File: config.mk
export PLATFORM = sky130hd
export DESIGN_NAME = pwrmon_top
export DESIGN_NICKNAME = d
export VERILOG_FILES = /design/src/hw/pwrmon_pkg.sv /design/src/hw/pwrmon_tick.sv /design/src/hw/pwrmon_top.sv
export VERILOG_INCLUDE_DIRS = /design/src /design/src/hw
export SDC_FILE = /design/constraint.sdc
export NUM_CORES = 1
export LEC_CHECK = 0
export ABC_AREA = 1
export BUFFER_PORTS_ARGS = -buffer_cell sky130_fd_sc_hd__clkbuf_2
export CELL_PAD_IN_SITES_DETAIL_PLACEMENT = 1
export CELL_PAD_IN_SITES_GLOBAL_PLACEMENT = 1
export CORE_AREA = 2 2 146 148
export CTS_CLUSTER_SIZE = 25
export DETAILED_ROUTE_END_ITERATION = 8
export DIE_AREA = 0 0 148 150
export PLACE_DENSITY_LB_ADDON = 0.3
export SLEW_MARGIN = 20
export SYNTH_ARGS = -nofsm -noshare
export SYNTH_HDL_FRONTEND = slang
export SYNTH_SLANG_ARGS = --single-unit
File: constraint.sdc
create_clock -name core_clk_i -period 1.6 [get_ports core_clk_i]
set_input_delay 0.24 -clock core_clk_i [delete_from_list [all_inputs] [get_ports core_clk_i]]
set_output_delay 0.24 -clock core_clk_i [all_outputs]
set_load 0.02 [all_outputs]
File: src/hw/pwrmon_map.svh
// Register map, field positions and timing counts of the power monitor
`ifndef PWRMON_MAP_SVH
`define PWRMON_MAP_SVH

// =====================================================================
// Register offsets (4-bit register address)
`define PWRMON_ADDR_TRIM 4'h7
`define PWRMON_ADDR_CTRL1 4'hE
`define PWRMON_ADDR_PSC 4'hF

// =====================================================================
// Field positions in power_status_control
`define PWRMON_PSC_THR 7
`define PWRMON_PSC_VDET 6
`define PWRMON_PSC_OSC 5
`define PWRMON_PSC_PWRON 4
`define PWRMON_PSC_SCR 3
`define PWRMON_PSC_PER 2
`define PWRMON_PSC_WK 1
`define PWRMON_PSC_DY 0

// =====================================================================
// Reset values
`define PWRMON_RST_BYTE 8'h00
`define PWRMON_RST_PSC 8'h10

// =====================================================================
// Timing: core clock period, sampling window, one second, osc tick
`define PWRMON_CLK_NS 40
`define PWRMON_WIN_NS 7800000
`define PWRMON_SEC_NS 1000000000
`define PWRMON_OSC_HZ 32768
`define PWRMON_WIN_CYC (`PWRMON_WIN_NS / `PWRMON_CLK_NS)
`define PWRMON_SEC_CYC (`PWRMON_SEC_NS / `PWRMON_CLK_NS)
`define PWRMON_OSC_CYC (`PWRMON_SEC_CYC / `PWRMON_OSC_HZ)
`define PWRMON_REL_TICKS 16384

`endif

File: src/hw/pwrmon_pkg.sv
// Types shared by the power monitor design files
package pwrmon_pkg;

  // ===================================================================
  // Status and control register 0xF image
  typedef struct packed {
    logic vdd_threshold_select;  // Core supply threshold select
    logic vdet;                  // Core supply low flag
    logic osc_running_flag;      // Oscillator running, low on halt
    logic power_on_flag;         // Power-on flag
    logic scratch1;  // Scratch bit
    logic per_flag;  // Periodic flag
    logic wk_flag;   // Weekly alarm flag
    logic dy_flag;   // Daily alarm flag
  } pwrmon_psc_t;

  // ===================================================================
  // Register port request
  typedef struct packed {
    logic wr;
    logic rd;
    logic [3:0] addr;
    logic [7:0] wdata;
  } pwrmon_req_t;

  // Host reset release sequence
  typedef enum logic [1:0] {
    RST_HOLD,
    RST_WAIT,
    RST_OFF
  } pwrmon_rst_t;

endpackage : pwrmon_pkg

File: src/hw/pwrmon_tick.sv
// Clock-enable divider producing a one-cycle tick
`timescale 1ns/10ps
`default_nettype none

module pwrmon_tick #(
  parameter int unsigned DIV = 2
) (
  input wire logic core_clk_i,  // System clock
  input wire logic sys_rst_i,   // Sync reset, high
  input wire logic run_i,       // Divider runs while high
  output logic tick_o           // One-cycle tick
);

  logic [24:0] cnt_ff;
  logic tick_ff;
  wire last = (cnt_ff == 25'(DIV - 1));

  // =====================================================================
  // Counter; stopped counter restarts a full period later
  always_ff @(posedge core_clk_i) begin
    if (sys_rst_i || !run_i) begin
      cnt_ff <= 25'h0000000;
      tick_ff <= 1'b0;
    end else begin
      cnt_ff <= last ? 25'h0000000 : cnt_ff + 25'h0000001;
      tick_ff <= last;
    end
  end

  assign tick_o = tick_ff;

endmodule // pwrmon_tick

`default_nettype wire

File: src/hw/pwrmon_top.sv
// Power-on, oscillator-halt and supply monitor with status register
//
// Summary of operation
// Power-up from zero: power-on one, VDET zero
// Power-on, VDET take zero; running flag both
// Flags high active; running flag low on halt
// Power-on flag set clears trim, control, flags
// Halt from sag: running flag cleared, VDET set
// Core supply sampled 7.8 ms each second
// Threshold select: zero 2.1 V, one 1.35 V
// VDET set stops sampling until cleared
// Monitor result held in bit D6, address Fh
// Same level falling and rising, no hysteresis
// Host clears VDET once after seconds write
// Main supply monitor runs continuously
// Main low: switch to backup, reset low
// Main high: main switch, reset after delay
// Halted oscillator: delay starts at oscillation
// Release delay is parameterised oscillator tick count
`timescale 1ns/10ps
`default_nettype none

`include "pwrmon_map.svh"

module pwrmon_top
  import pwrmon_pkg::*;
#(
  parameter int unsigned SEC_CYC = `PWRMON_SEC_CYC,
  parameter int unsigned WIN_CYC = `PWRMON_WIN_CYC,
  parameter int unsigned REL_TICKS = `PWRMON_REL_TICKS
) (
  input wire logic core_clk_i,          // 25 MHz clock
  input wire logic sys_rst_i,           // Sync reset, high
  input wire logic por_i,               // Core supply rose from zero
  input wire logic osc_run_i,           // Oscillator seen running
  input wire logic vdd_low_i,           // Core supply below threshold
  input wire logic vcc_low_i,           // Main supply below detect level
  input wire logic [2:0] flag_set_i,    // Periodic, weekly, daily events
  input wire pwrmon_req_t req_i,        // Register access
  output logic [7:0] reg_rdata_o,       // Read data, one cycle later
  output logic sample_en_o,             // Core comparator window
  output logic vdd_thresh_sel_o,        // Threshold select to comparator
  output logic main_sw_o,               // Main supply switch closed
  output logic backup_sw_o,             // Backup supply switch closed
  output logic host_reset_n_o           // Host reset, active low
);

  // =====================================================================
  // Registers
  pwrmon_psc_t psc_ff, nxt_psc;
  logic [7:0] trim_ff, nxt_trim;
  logic [7:0] ctrl1_ff, nxt_ctrl1;
  logic [7:0] rdata_ff;
  logic osc_q_ff;
  logic win_ff;
  logic [17:0] win_cnt_ff;
  logic main_sw_ff, backup_sw_ff, host_rst_n_ff;
  pwrmon_rst_t rst_st_ff, nxt_rst_st;
  logic [15:0] rel_cnt_ff;
  logic sec_tick, osc_tick;

  // One-bit masked write: bit kept unless a zero is written
  // Shared by every flag that software may only clear
  function automatic logic clr_only(input logic cur, input logic hit,
                                    input logic wbit);
    clr_only = cur & ~(hit & ~wbit);
  endfunction

  // =====================================================================
  // Address decode
  // Only three registers live here; other offsets decode to nothing
  wire wr_psc = req_i.wr && (req_i.addr == `PWRMON_ADDR_PSC);
  wire wr_trim = req_i.wr && (req_i.addr == `PWRMON_ADDR_TRIM);
  wire wr_ctrl1 = req_i.wr && (req_i.addr == `PWRMON_ADDR_CTRL1);
  wire [7:0] wd = req_i.wdata;

  // Read selection; unmapped addresses read zero
  wire [7:0] rd_sel =
    (req_i.addr == `PWRMON_ADDR_PSC) ? psc_ff :
    (req_i.addr == `PWRMON_ADDR_TRIM) ? trim_ff :
    (req_i.addr == `PWRMON_ADDR_CTRL1) ? ctrl1_ff : 8'h00;

  // =====================================================================
  // Monitor events
  wire osc_stop = osc_q_ff & ~osc_run_i;
  wire sag_stop = osc_stop & vdd_low_i;
  // Single comparator level: release equals detection
  wire win_hit = win_ff & vdd_low_i;
  wire vdet_set = win_hit | sag_stop;

  // =====================================================================
  // Dividers: one second and oscillator-rate ticks
  // The second divider never stops, so windows stay a second apart
  pwrmon_tick #(.DIV(SEC_CYC)) u_sec (
    .core_clk_i(core_clk_i),
    .sys_rst_i(sys_rst_i),
    .run_i(1'b1),
    .tick_o(sec_tick)
  );

  // Runs only while oscillating, so a halt freezes release timing
  pwrmon_tick #(.DIV(`PWRMON_OSC_CYC)) u_osc (
    .core_clk_i(core_clk_i),
    .sys_rst_i(sys_rst_i),
    .run_i(osc_run_i),
    .tick_o(osc_tick)
  );

  // A tick already in flight when the oscillator halts is dropped, so
  // the release delay never advances while the crystal is stopped
  wire rel_step = osc_tick & osc_run_i;

  // =====================================================================
  // Status register next value; hardware sets win over software clears, power-up beats both
  always_comb begin
    nxt_psc = psc_ff;
    nxt_trim = wr_trim ? wd : trim_ff;
    nxt_ctrl1 = wr_ctrl1 ? wd : ctrl1_ff;
    // Plain read-write bits take the written value
    if (wr_psc) begin
      nxt_psc.vdd_threshold_select = wd[`PWRMON_PSC_THR];
      nxt_psc.osc_running_flag = wd[`PWRMON_PSC_OSC];
      nxt_psc.scratch1 = wd[`PWRMON_PSC_SCR];
    end
    // Zero-only flags: a written one leaves the bit alone
    nxt_psc.vdet = clr_only(psc_ff.vdet, wr_psc,
                            wd[`PWRMON_PSC_VDET]) | vdet_set;
    nxt_psc.power_on_flag = clr_only(psc_ff.power_on_flag, wr_psc,
                                     wd[`PWRMON_PSC_PWRON]);
    nxt_psc.per_flag = clr_only(psc_ff.per_flag, wr_psc,
                                wd[`PWRMON_PSC_PER]) | flag_set_i[2];
    nxt_psc.wk_flag = clr_only(psc_ff.wk_flag, wr_psc,
                               wd[`PWRMON_PSC_WK]) | flag_set_i[1];
    nxt_psc.dy_flag = clr_only(psc_ff.dy_flag, wr_psc,
                               wd[`PWRMON_PSC_DY]) | flag_set_i[0];
    // A halt beats a software write of one in the same cycle
    if (osc_stop) begin
      nxt_psc.osc_running_flag = 1'b0;
    end
    // Power-up from zero wipes trim, control and status fields, sets the power-on flag and keeps the running flag unless a halt lands
    if (por_i) begin
      nxt_psc = pwrmon_psc_t'(`PWRMON_RST_PSC);
      // Running flag is undefined at power-up: kept, but halts still land
      nxt_psc.osc_running_flag = psc_ff.osc_running_flag & ~osc_stop;
      nxt_trim = `PWRMON_RST_BYTE;
      nxt_ctrl1 = `PWRMON_RST_BYTE;
    end
  end

  // Register file update; reset stands for power-up from zero
  always_ff @(posedge core_clk_i) begin
    if (sys_rst_i) begin
      psc_ff <= pwrmon_psc_t'(`PWRMON_RST_PSC);
      trim_ff <= `PWRMON_RST_BYTE;
      ctrl1_ff <= `PWRMON_RST_BYTE;
      rdata_ff <= 8'h00;
    end else begin
      psc_ff <= nxt_psc;
      trim_ff <= nxt_trim;
      ctrl1_ff <= nxt_ctrl1;
      rdata_ff <= req_i.rd ? rd_sel : rdata_ff;
    end
  end

  // =====================================================================
  // Core supply sampling: one short window per second saves current
  // The window also closes one cycle after the flag sets
  always_ff @(posedge core_clk_i) begin
    if (sys_rst_i) begin
      win_ff <= 1'b0;
      win_cnt_ff <= 18'h00000;
    end else if (win_ff) begin
      win_cnt_ff <= win_cnt_ff + 18'h00001;
      if (win_cnt_ff == 18'(WIN_CYC - 1) || psc_ff.vdet) begin
        win_ff <= 1'b0;
      end
    end else if (sec_tick && !psc_ff.vdet) begin
      win_ff <= 1'b1;
      win_cnt_ff <= 18'h00000;
    end
  end

  // Oscillator level delayed for halt detection; a reset value of zero
  // can only make a rising edge, so no false halt follows reset
  always_ff @(posedge core_clk_i) begin
    if (sys_rst_i) begin
      osc_q_ff <= 1'b0;
    end else begin
      osc_q_ff <= osc_run_i;
    end
  end

  // =====================================================================
  // Main supply monitor, evaluated every cycle
  // Hold while low, wait out the delay, then release; a new drop from
  // any state returns to hold at once
  always_comb begin
    nxt_rst_st = rst_st_ff;
    case (rst_st_ff)
      RST_HOLD: nxt_rst_st = vcc_low_i ? RST_HOLD : RST_WAIT;
      RST_WAIT: begin
        if (vcc_low_i) begin
          nxt_rst_st = RST_HOLD;
        end else if (rel_step && rel_cnt_ff == 16'(REL_TICKS - 1)) begin
          nxt_rst_st = RST_OFF;
        end
      end
      RST_OFF: nxt_rst_st = vcc_low_i ? RST_HOLD : RST_OFF;
      default: nxt_rst_st = RST_HOLD;
    endcase
  end

  // Switches and reset output follow the continuous comparator
  always_ff @(posedge core_clk_i) begin
    if (sys_rst_i) begin
      rst_st_ff <= RST_HOLD;
      rel_cnt_ff <= 16'h0000;
      main_sw_ff <= 1'b0;
      backup_sw_ff <= 1'b1;
      host_rst_n_ff <= 1'b0;
    end else begin
      rst_st_ff <= nxt_rst_st;
      if (rst_st_ff != RST_WAIT) begin
        rel_cnt_ff <= 16'h0000;
      end else if (rel_step) begin
        rel_cnt_ff <= rel_cnt_ff + 16'h0001;
      end
      main_sw_ff <= ~vcc_low_i;
      backup_sw_ff <= vcc_low_i;
      host_rst_n_ff <= (nxt_rst_st == RST_OFF);
    end
  end

  // =====================================================================
  // Outputs
  // Every output is a flop, no logic between register and pin
  assign reg_rdata_o = rdata_ff;
  assign sample_en_o = win_ff;
  assign vdd_thresh_sel_o = psc_ff.vdd_threshold_select;
  assign main_sw_o = main_sw_ff;
  assign backup_sw_o = backup_sw_ff;
  assign host_reset_n_o = host_rst_n_ff;
endmodule // pwrmon_top

`default_nettype wire

Word-level counts from Yosys, hierarchy flattened:

Index checks and enable logic that the tools add are counted.

* bits in registers: 125
* input port bits: 23
* output and inout bits: 13
* word-level logic and storage cells: 104

* $add $sub $neg: 4
* equal/unequal tests: 11
* multiplexer cells: 17
* bitwise logic cells: 33
* reductions and logical operators: 16

Operator list (number)
* $add A25 B1 Y25 const B: 2
* $mux W18: 2
* $eq A25 B10 Y1 const B: 1
* $eq A25 B25 Y1 const B: 1
* $mux W8: 3
* $add A18 B1 Y18 const B: 1
* $eq A18 B18 Y1 const B: 1
* $add A16 B1 Y16 const B: 1
* $eq A16 B14 Y1 const B: 1
* $and A1 B1 Y1: 15
* $not A1 Y1: 13
* $eq A4 B4 Y1 const B: 2
* $reduce_or A2 Y1: 4
* $mux W1: 7
* $mux W2: 3
* $mux W6: 1
* $pmux W2 S3: 1
* $logic_and A1 B1 Y1: 5
* $or A1 B1 Y1: 5
* $eq A2 B2 Y1 const B: 2
* $eq A4 B3 Y1 const B: 1
* $reduce_bool A3 Y1: 1
* $eq A2 B1 Y1 const B: 1
* $logic_not A1 Y1: 2
* other kinds (4): 5

Logic depth before layout (Yosys ltp):

* depth in word-level cells: 7
* depth in mapped cells: 9
* mapped depth without buffers: 9

Hierarchy:

A second synthesis with hierarchy kept.

* cell total of the unflattened synthesis: 884
* area, all modules: 6024.5 um^2

Modules (own cells, without submodules)
* pwrmon_top: instances 1, cells each 466, area an instance 3255.6 um^2
* pwrmon_tick at u_osc: instances 1, cells each 204, area an instance 1390.1 um^2
* pwrmon_tick at u_sec: instances 1, cells each 214, area an instance 1378.8 um^2

Least setup slack after synthesis:

Ideal clock, no wire load.

* kind: reg-to-reg
* start: reg u_sec.cnt_ff[0]
* end: reg u_sec.cnt_ff[0]
* arrival: 1.366 ns
* data required time: 1.482 ns
* setup slack: 0.116 ns
* cell stages (with the launch flop): 10
* buffers on the path: 1
* clock period less this slack: 1.484 ns
* cell sequence: dfxtp_1 -> ha_1 -> nand2_2 -> nor2_4 -> nand3_2 -> nor2_2 -> nand2_2 -> nand2_4 -> buf_12 -> nor2_2

* word-level cells in the longest chain between the ends: 2
* elaborated cells between the ends (all ways): 3
* those cells by class: 1 x add/sub; 1 x eq/ne; 1 x reduce/logical

Ends and longest elaborated chain
* from (decl): RTL line pwrmon_tick.sv:14 `logic [24:0] cnt_ff;`
* from (signal assigned): RTL line pwrmon_tick.sv:25 `cnt_ff <= last ? 25'h0000000 : cnt_ff + 25'h0000001;`
* branches (longest 2 deep; another with $add A25 B1 Y25)

Several ways; the timed one is not identified.
A chain may end at the register's enable or synchronous reset.

Worst setup path in the final report:

* start: reg u_sec.cnt_ff[1]
* end: reg u_sec.cnt_ff[18]

The elaborated chain is that of the path after synthesis.

==> tab_implementation.tex <==
\begin{tabular}{lr}
\hline
Metric & Value \\
\hline
\multicolumn{2}{l}{\textbf{Clock network}} \\
Number of levels in the clock H-tree & 4 \\
Clock root cell & sky130\_fd\_sc\_hd\_\_clkbuf\_16 \\
Clk\_lat worst skew & about 0.4 ns \\
Maximum buffer depth of the clock tree & 2 \\
CTS sink count & approximately 130 \\
CTS buffer count & 17 \\
CTS tree & built \\
Register clock-pin slew on the reported worst setup and hold paths & 0.06 ns \\
\multicolumn{2}{l}{\textbf{Pwr}} \\
Net switching power figure & 1620 uW \\
Combinational fraction of design power & 3.9\% \\
Share of total power in the clock network & between 50\% and 60\% \\
Cell internal power dissipation & about 5800 uW \\
Switching share of total power & 22.0\% \\
Pleak & 0.00264 uW \\
Total power divided by cell area & 994 nW/um\^{}2 \\
Part of the total power dissipated in sequential elements & 42.8\% \\
Worst IR drop on VDD & 0.530 mV \\
\multicolumn{2}{l}{\textbf{Synthesis}} \\
Mapped cell area & about 6100 sq um \\
Simple-gate area share of the yosys netlist & between 30\% and 40\% \\
Sequential element share of the synthesized area & 41.1\% \\
Commonest cells in the netlist & sky130\_fd\_sc\_hd\_\_nand2\_1 (233), sky130\_fd\_sc\_hd\_\_nor2\_1 (157), sky130\_fd\_sc\_hd\_\_dfxtp\_1 (125) \\
Count of mapped cells out of synthesis & between 800 and 900 \\
Flip-flop and latch count after synthesis & 125 \\
Complex-gate fraction of the synthesized area & 9.35\% \\
Cell accounting for the most synthesized area & sky130\_fd\_sc\_hd\_\_dfxtp\_1 \\
Main flop type after synthesis & sky130\_fd\_sc\_hd\_\_dfxtp\_1 \\
Dominant cell by count in the synthesized netlist & sky130\_fd\_sc\_hd\_\_nand2\_1 \\
Post-synthesis share of cell area spent on xor and xnor gates & 3.02\% \\
Synthesis warning total & 0 \\
Post-synthesis net count & 926 \\
Synth async-reset ratio & 0\% \\
Multiplexer share of the synthesized area & 0\% \\
Dominant combinational cell family by area after synthesis & simple AND/OR/NAND/NOR gates \\
Avg Cell Area, Syn & a little under 7 sq um \\
Top-area cell type share of the netlist area & 41.1\% \\
Count of cell types in the netlist & 34 \\
Leading cell types by total area after synthesis & sky130\_fd\_sc\_hd\_\_dfxtp\_1 (41\%), sky130\_fd\_sc\_hd\_\_nand2\_1 (14\%), sky130\_fd\_sc\_hd\_\_nor2\_1 (9.7\%) \\
Arithmetic-cell share of the synthesized area counting full adders, half adders and majority gates & approximately 1.0\% \\
Number of synthesized flops with an enable pin & 0 \\
\multicolumn{2}{l}{\textbf{Routing}} \\
Initial DRC count & 214 \\
DR vias & 5782 \\
Total wire length & between 15000 and 20000 microns \\
Wirelength per Cell & 13.7 microns \\
Average via count per standard cell & 4.60 \\
DRC violations left & 0 \\
Detail Route Antenna Nets & 0 \\
First-pass iteration count of the detailed router & 4 \\
\multicolumn{2}{l}{\textbf{Final layout}} \\
Final net count & about 1000 \\
Antenna cell count & 0 \\
Final cell area excluding filler cells & 7430 sq um \\
Fraction of layout instances using a drive strength above 1 & around 15\% \\
Synth-to-Final Area Change & 22.0\% \\
Fillers & 2674 \\
\multicolumn{2}{l}{\textbf{Floorplan}} \\
Die height & $\sim$150 microns \\
Core region area & 20700 sq um \\
Top-level port count & 36 \\
Die X-Extent & 148 microns \\
Overall die area & between 20000 and 25000 sq um \\
Initial core utilization & 29.4\% \\
Placement row count & 53 \\
\multicolumn{2}{l}{\textbf{Worst setup path}} \\
FF-to-FF End & u\_sec.cnt\_ff[18] \\
Reg2reg setup slack & 0.10 ns \\
Crit path launch type & flop \\
Critical path peak fanout & 5 \\
Critical R2R Launch & u\_sec.cnt\_ff[1] \\
Cells along the critical path & ha\_2 > nand2\_2 > nor2\_4 > buf\_4 > nand3b\_1 > nor2\_1 > xnor2\_1 > nor2\_1 \\
Crit path kind & reg2reg \\
Max stage delay cell, worst path & sky130\_fd\_sc\_hd\_\_dfxtp\_2 \\
Critical Path Sink & u\_sec.cnt\_ff[18] \\
Critical Path AT & 1.80 ns \\
Delay of the slowest cell on the worst path & between 0.3 and 0.4 ns \\
Depth of the worst register-to-register path & 8 \\
Critical path's most frequent cell & sky130\_fd\_sc\_hd\_\_nor2\_1 \\
Critical path endpoint category & flop \\
Crit. Startpoint & u\_sec.cnt\_ff[1] \\
Critical path required time & 1.91 ns \\
\multicolumn{2}{l}{\textbf{Flow run}} \\
Max-cap viol count & 0 \\
\multicolumn{2}{l}{\textbf{Timing}} \\
Endpoints failing setup & 0 \\
Final setup skew & 0.00838 ns \\
Worst Max-Slew Pin Slew & 0.452 ns \\
Max Transition Viols Final & 0 \\
Achievable Freq & 0.669 GHz \\
Final period utilization & 93.5\% \\
Final hold viol count & 0 \\
Worst slew margin relative to its limit & 69.8\% \\
Final critical delay including setup and external delays & 1.50 ns \\
Setup ws final & 0.104 ns \\
Hold\_ws & 0.0863 ns \\
\multicolumn{2}{l}{\textbf{Outcome}} \\
Outcome & finished clean \\
\multicolumn{2}{l}{\textbf{Place}} \\
Port Buf Inserts & 35 \\
Worst slack after detailed placement & 0.0400 ns \\
Detailed placer's ending HPWL & approximately 13000 microns \\
DP Area & 6750 sq um \\
Routability Congestion & 0.789 \\
\multicolumn{2}{l}{\textbf{Global routing}} \\
Total gr overflow & 0 \\
First-pass GRT wire length & roughly 29000 microns \\
Pin count of the biggest net entering global routing & 26 \\
Antenna violations before repair & 1 \\
Number of global-route vias before repair & 5775 \\
Aggregate global-route resource usage & 16.1\% \\
\multicolumn{2}{l}{\textbf{Worst hold path}} \\
HP Class & in2reg \\
\hline
\end{tabular}
==> layer usage <==
metal | vias up | global-route usage [%] | wire, microns
met4 | 2 | 5.00 | 221
met2 | 59 | 27.5 | 8120
met5 | - | 0 | 13
li1 | 3009 | - | -
met1 | 2696 | 20.4 | 8360
met3 | 16 | 3.23 | 481
==> timing repair <==
item	4_1_cts	5_1_grt
endpoints found under the hold margin	1	0
buffers inserted	0	1
gates resized for setup	0	14
hold buffers	1	0
setup endpoints to repair	0	39
==> state kept, by name (all words and copies together), names as in the netlist <==
name              count
host_reset_n_o        1
u_sec.tick_o          1
trim_ff               8
reg_rdata_o           8
win_cnt_ff           18
u_osc.tick_o          1
osc_q_ff              1
u_sec.cnt_ff         25
vdd_thresh_sel_o      1
sample_en_o           1
main_sw_o             1
rst_st_ff             2
psc_ff                7
u_osc.cnt_ff         25
backup_sw_o           1
rel_cnt_ff           16
ctrl1_ff              8
==> worst max-delay path, delay by kind of cell, from the launching register on <==
family / cells / cell delay [ns]
xor+xnor: 1 / 0.13
fa+ha+maj: 1 / 0.18
buf+inv: 1 / 0.14
flops: 1 / 0.34
simple gates: 5 / 0.59
==> power groups by stage <==
stage	combinational (uW)	sequential, uW	clock [uW]
finish	286	3160	3930
global route	321	3160	4180
CTS	287	3160	4050
detailed placement	283	3230	0
global placement	283	3230	0
floorplan	138	3240	0
==> worst min path at each step <==
stage | slack, ns | cells past startpoint | end | start
finish | 0.09 | 3 | psc_ff[0] | flag_set_i[0]
floorplan | 0.33 | 1 | main_sw_o | sys_rst_i
global route | 0.08 | 3 | psc_ff[0] | flag_set_i[0]
CTS | 0.08 | 3 | psc_ff[0] | flag_set_i[0]
global placement | 0.43 | 2 | main_sw_o | vcc_low_i
detailed placement | 0.43 | 2 | main_sw_o | vcc_low_i
==> placed cells by master, fill, tap and decap left out, types with 2 or more instances in the layout <==
cell,count
sky130_fd_sc_hd__dfxtp_1,121
sky130_fd_sc_hd__nor3_1,13
sky130_fd_sc_hd__o21bai_1,2
sky130_fd_sc_hd__nor2_1,153
sky130_fd_sc_hd__nor2_4,5
sky130_fd_sc_hd__nand2_2,7
sky130_fd_sc_hd__clkinv_2,6
sky130_fd_sc_hd__nand2_1,233
sky130_fd_sc_hd__nand3_1,55
sky130_fd_sc_hd__dfxtp_2,4
sky130_fd_sc_hd__a21oi_1,62
sky130_fd_sc_hd__clkbuf_2,35
sky130_fd_sc_hd__o21ai_0,37
sky130_fd_sc_hd__inv_1,99
sky130_fd_sc_hd__or2_2,4
sky130_fd_sc_hd__nor3_4,2
sky130_fd_sc_hd__clkinv_4,2
sky130_fd_sc_hd__buf_12,3
sky130_fd_sc_hd__nand3_2,7
sky130_fd_sc_hd__nor2_2,16
sky130_fd_sc_hd__or2_0,2
sky130_fd_sc_hd__ha_1,3
sky130_fd_sc_hd__clkbuf_8,2
sky130_fd_sc_hd__xnor2_1,10
sky130_fd_sc_hd__inv_2,2
sky130_fd_sc_hd__ha_2,2
sky130_fd_sc_hd__bufinv_16,3
sky130_fd_sc_hd__nand4_1,18
sky130_fd_sc_hd__nand3b_1,7
sky130_fd_sc_hd__buf_4,26
sky130_fd_sc_hd__a41oi_1,5
sky130_fd_sc_hd__xor2_1,11
sky130_fd_sc_hd__clkbuf_16,18
==> cell type report <==
type / instances / area (sq um) / share of cell area [%]
multi-input combinational: 658 / 3130 / 42.2
sequential: 125 / 2510 / 33.8
timing repair buffer: 66 / 465 / 6.27
clock buffer: 19 / 453 / 6.10
inverter: 101 / 379 / 5.10
tap: 275 / 344 / 4.63
clock inverter: 12 / 145 / 1.95
==> cell families (layout without fill, tap and decap cells) <==
logic type / after synthesis / count (layout)
flip-flops: 125 / 125
AO/OA/AOI/OAI: 108 / 108
buffers and inverters: 115 / 198
XOR/XNOR: 21 / 21
adder cells (fa/ha/maj): 5 / 5
AND/OR/NAND/NOR: 524 / 524
==> through the flow <==
stage	TNS (ns)	std cells	total power, uW	utilization, %
finish	0	1256	7380	35.9
floorplan	0	898	3380	-
detailed placement	0	1222	3510	32.6
CTS	0	1254	7500	35.6
global placement	0	1222	3510	32.6
global route	-0.0194	1256	7670	35.9
No activity file was read; power rests on OpenSTA's default activity.
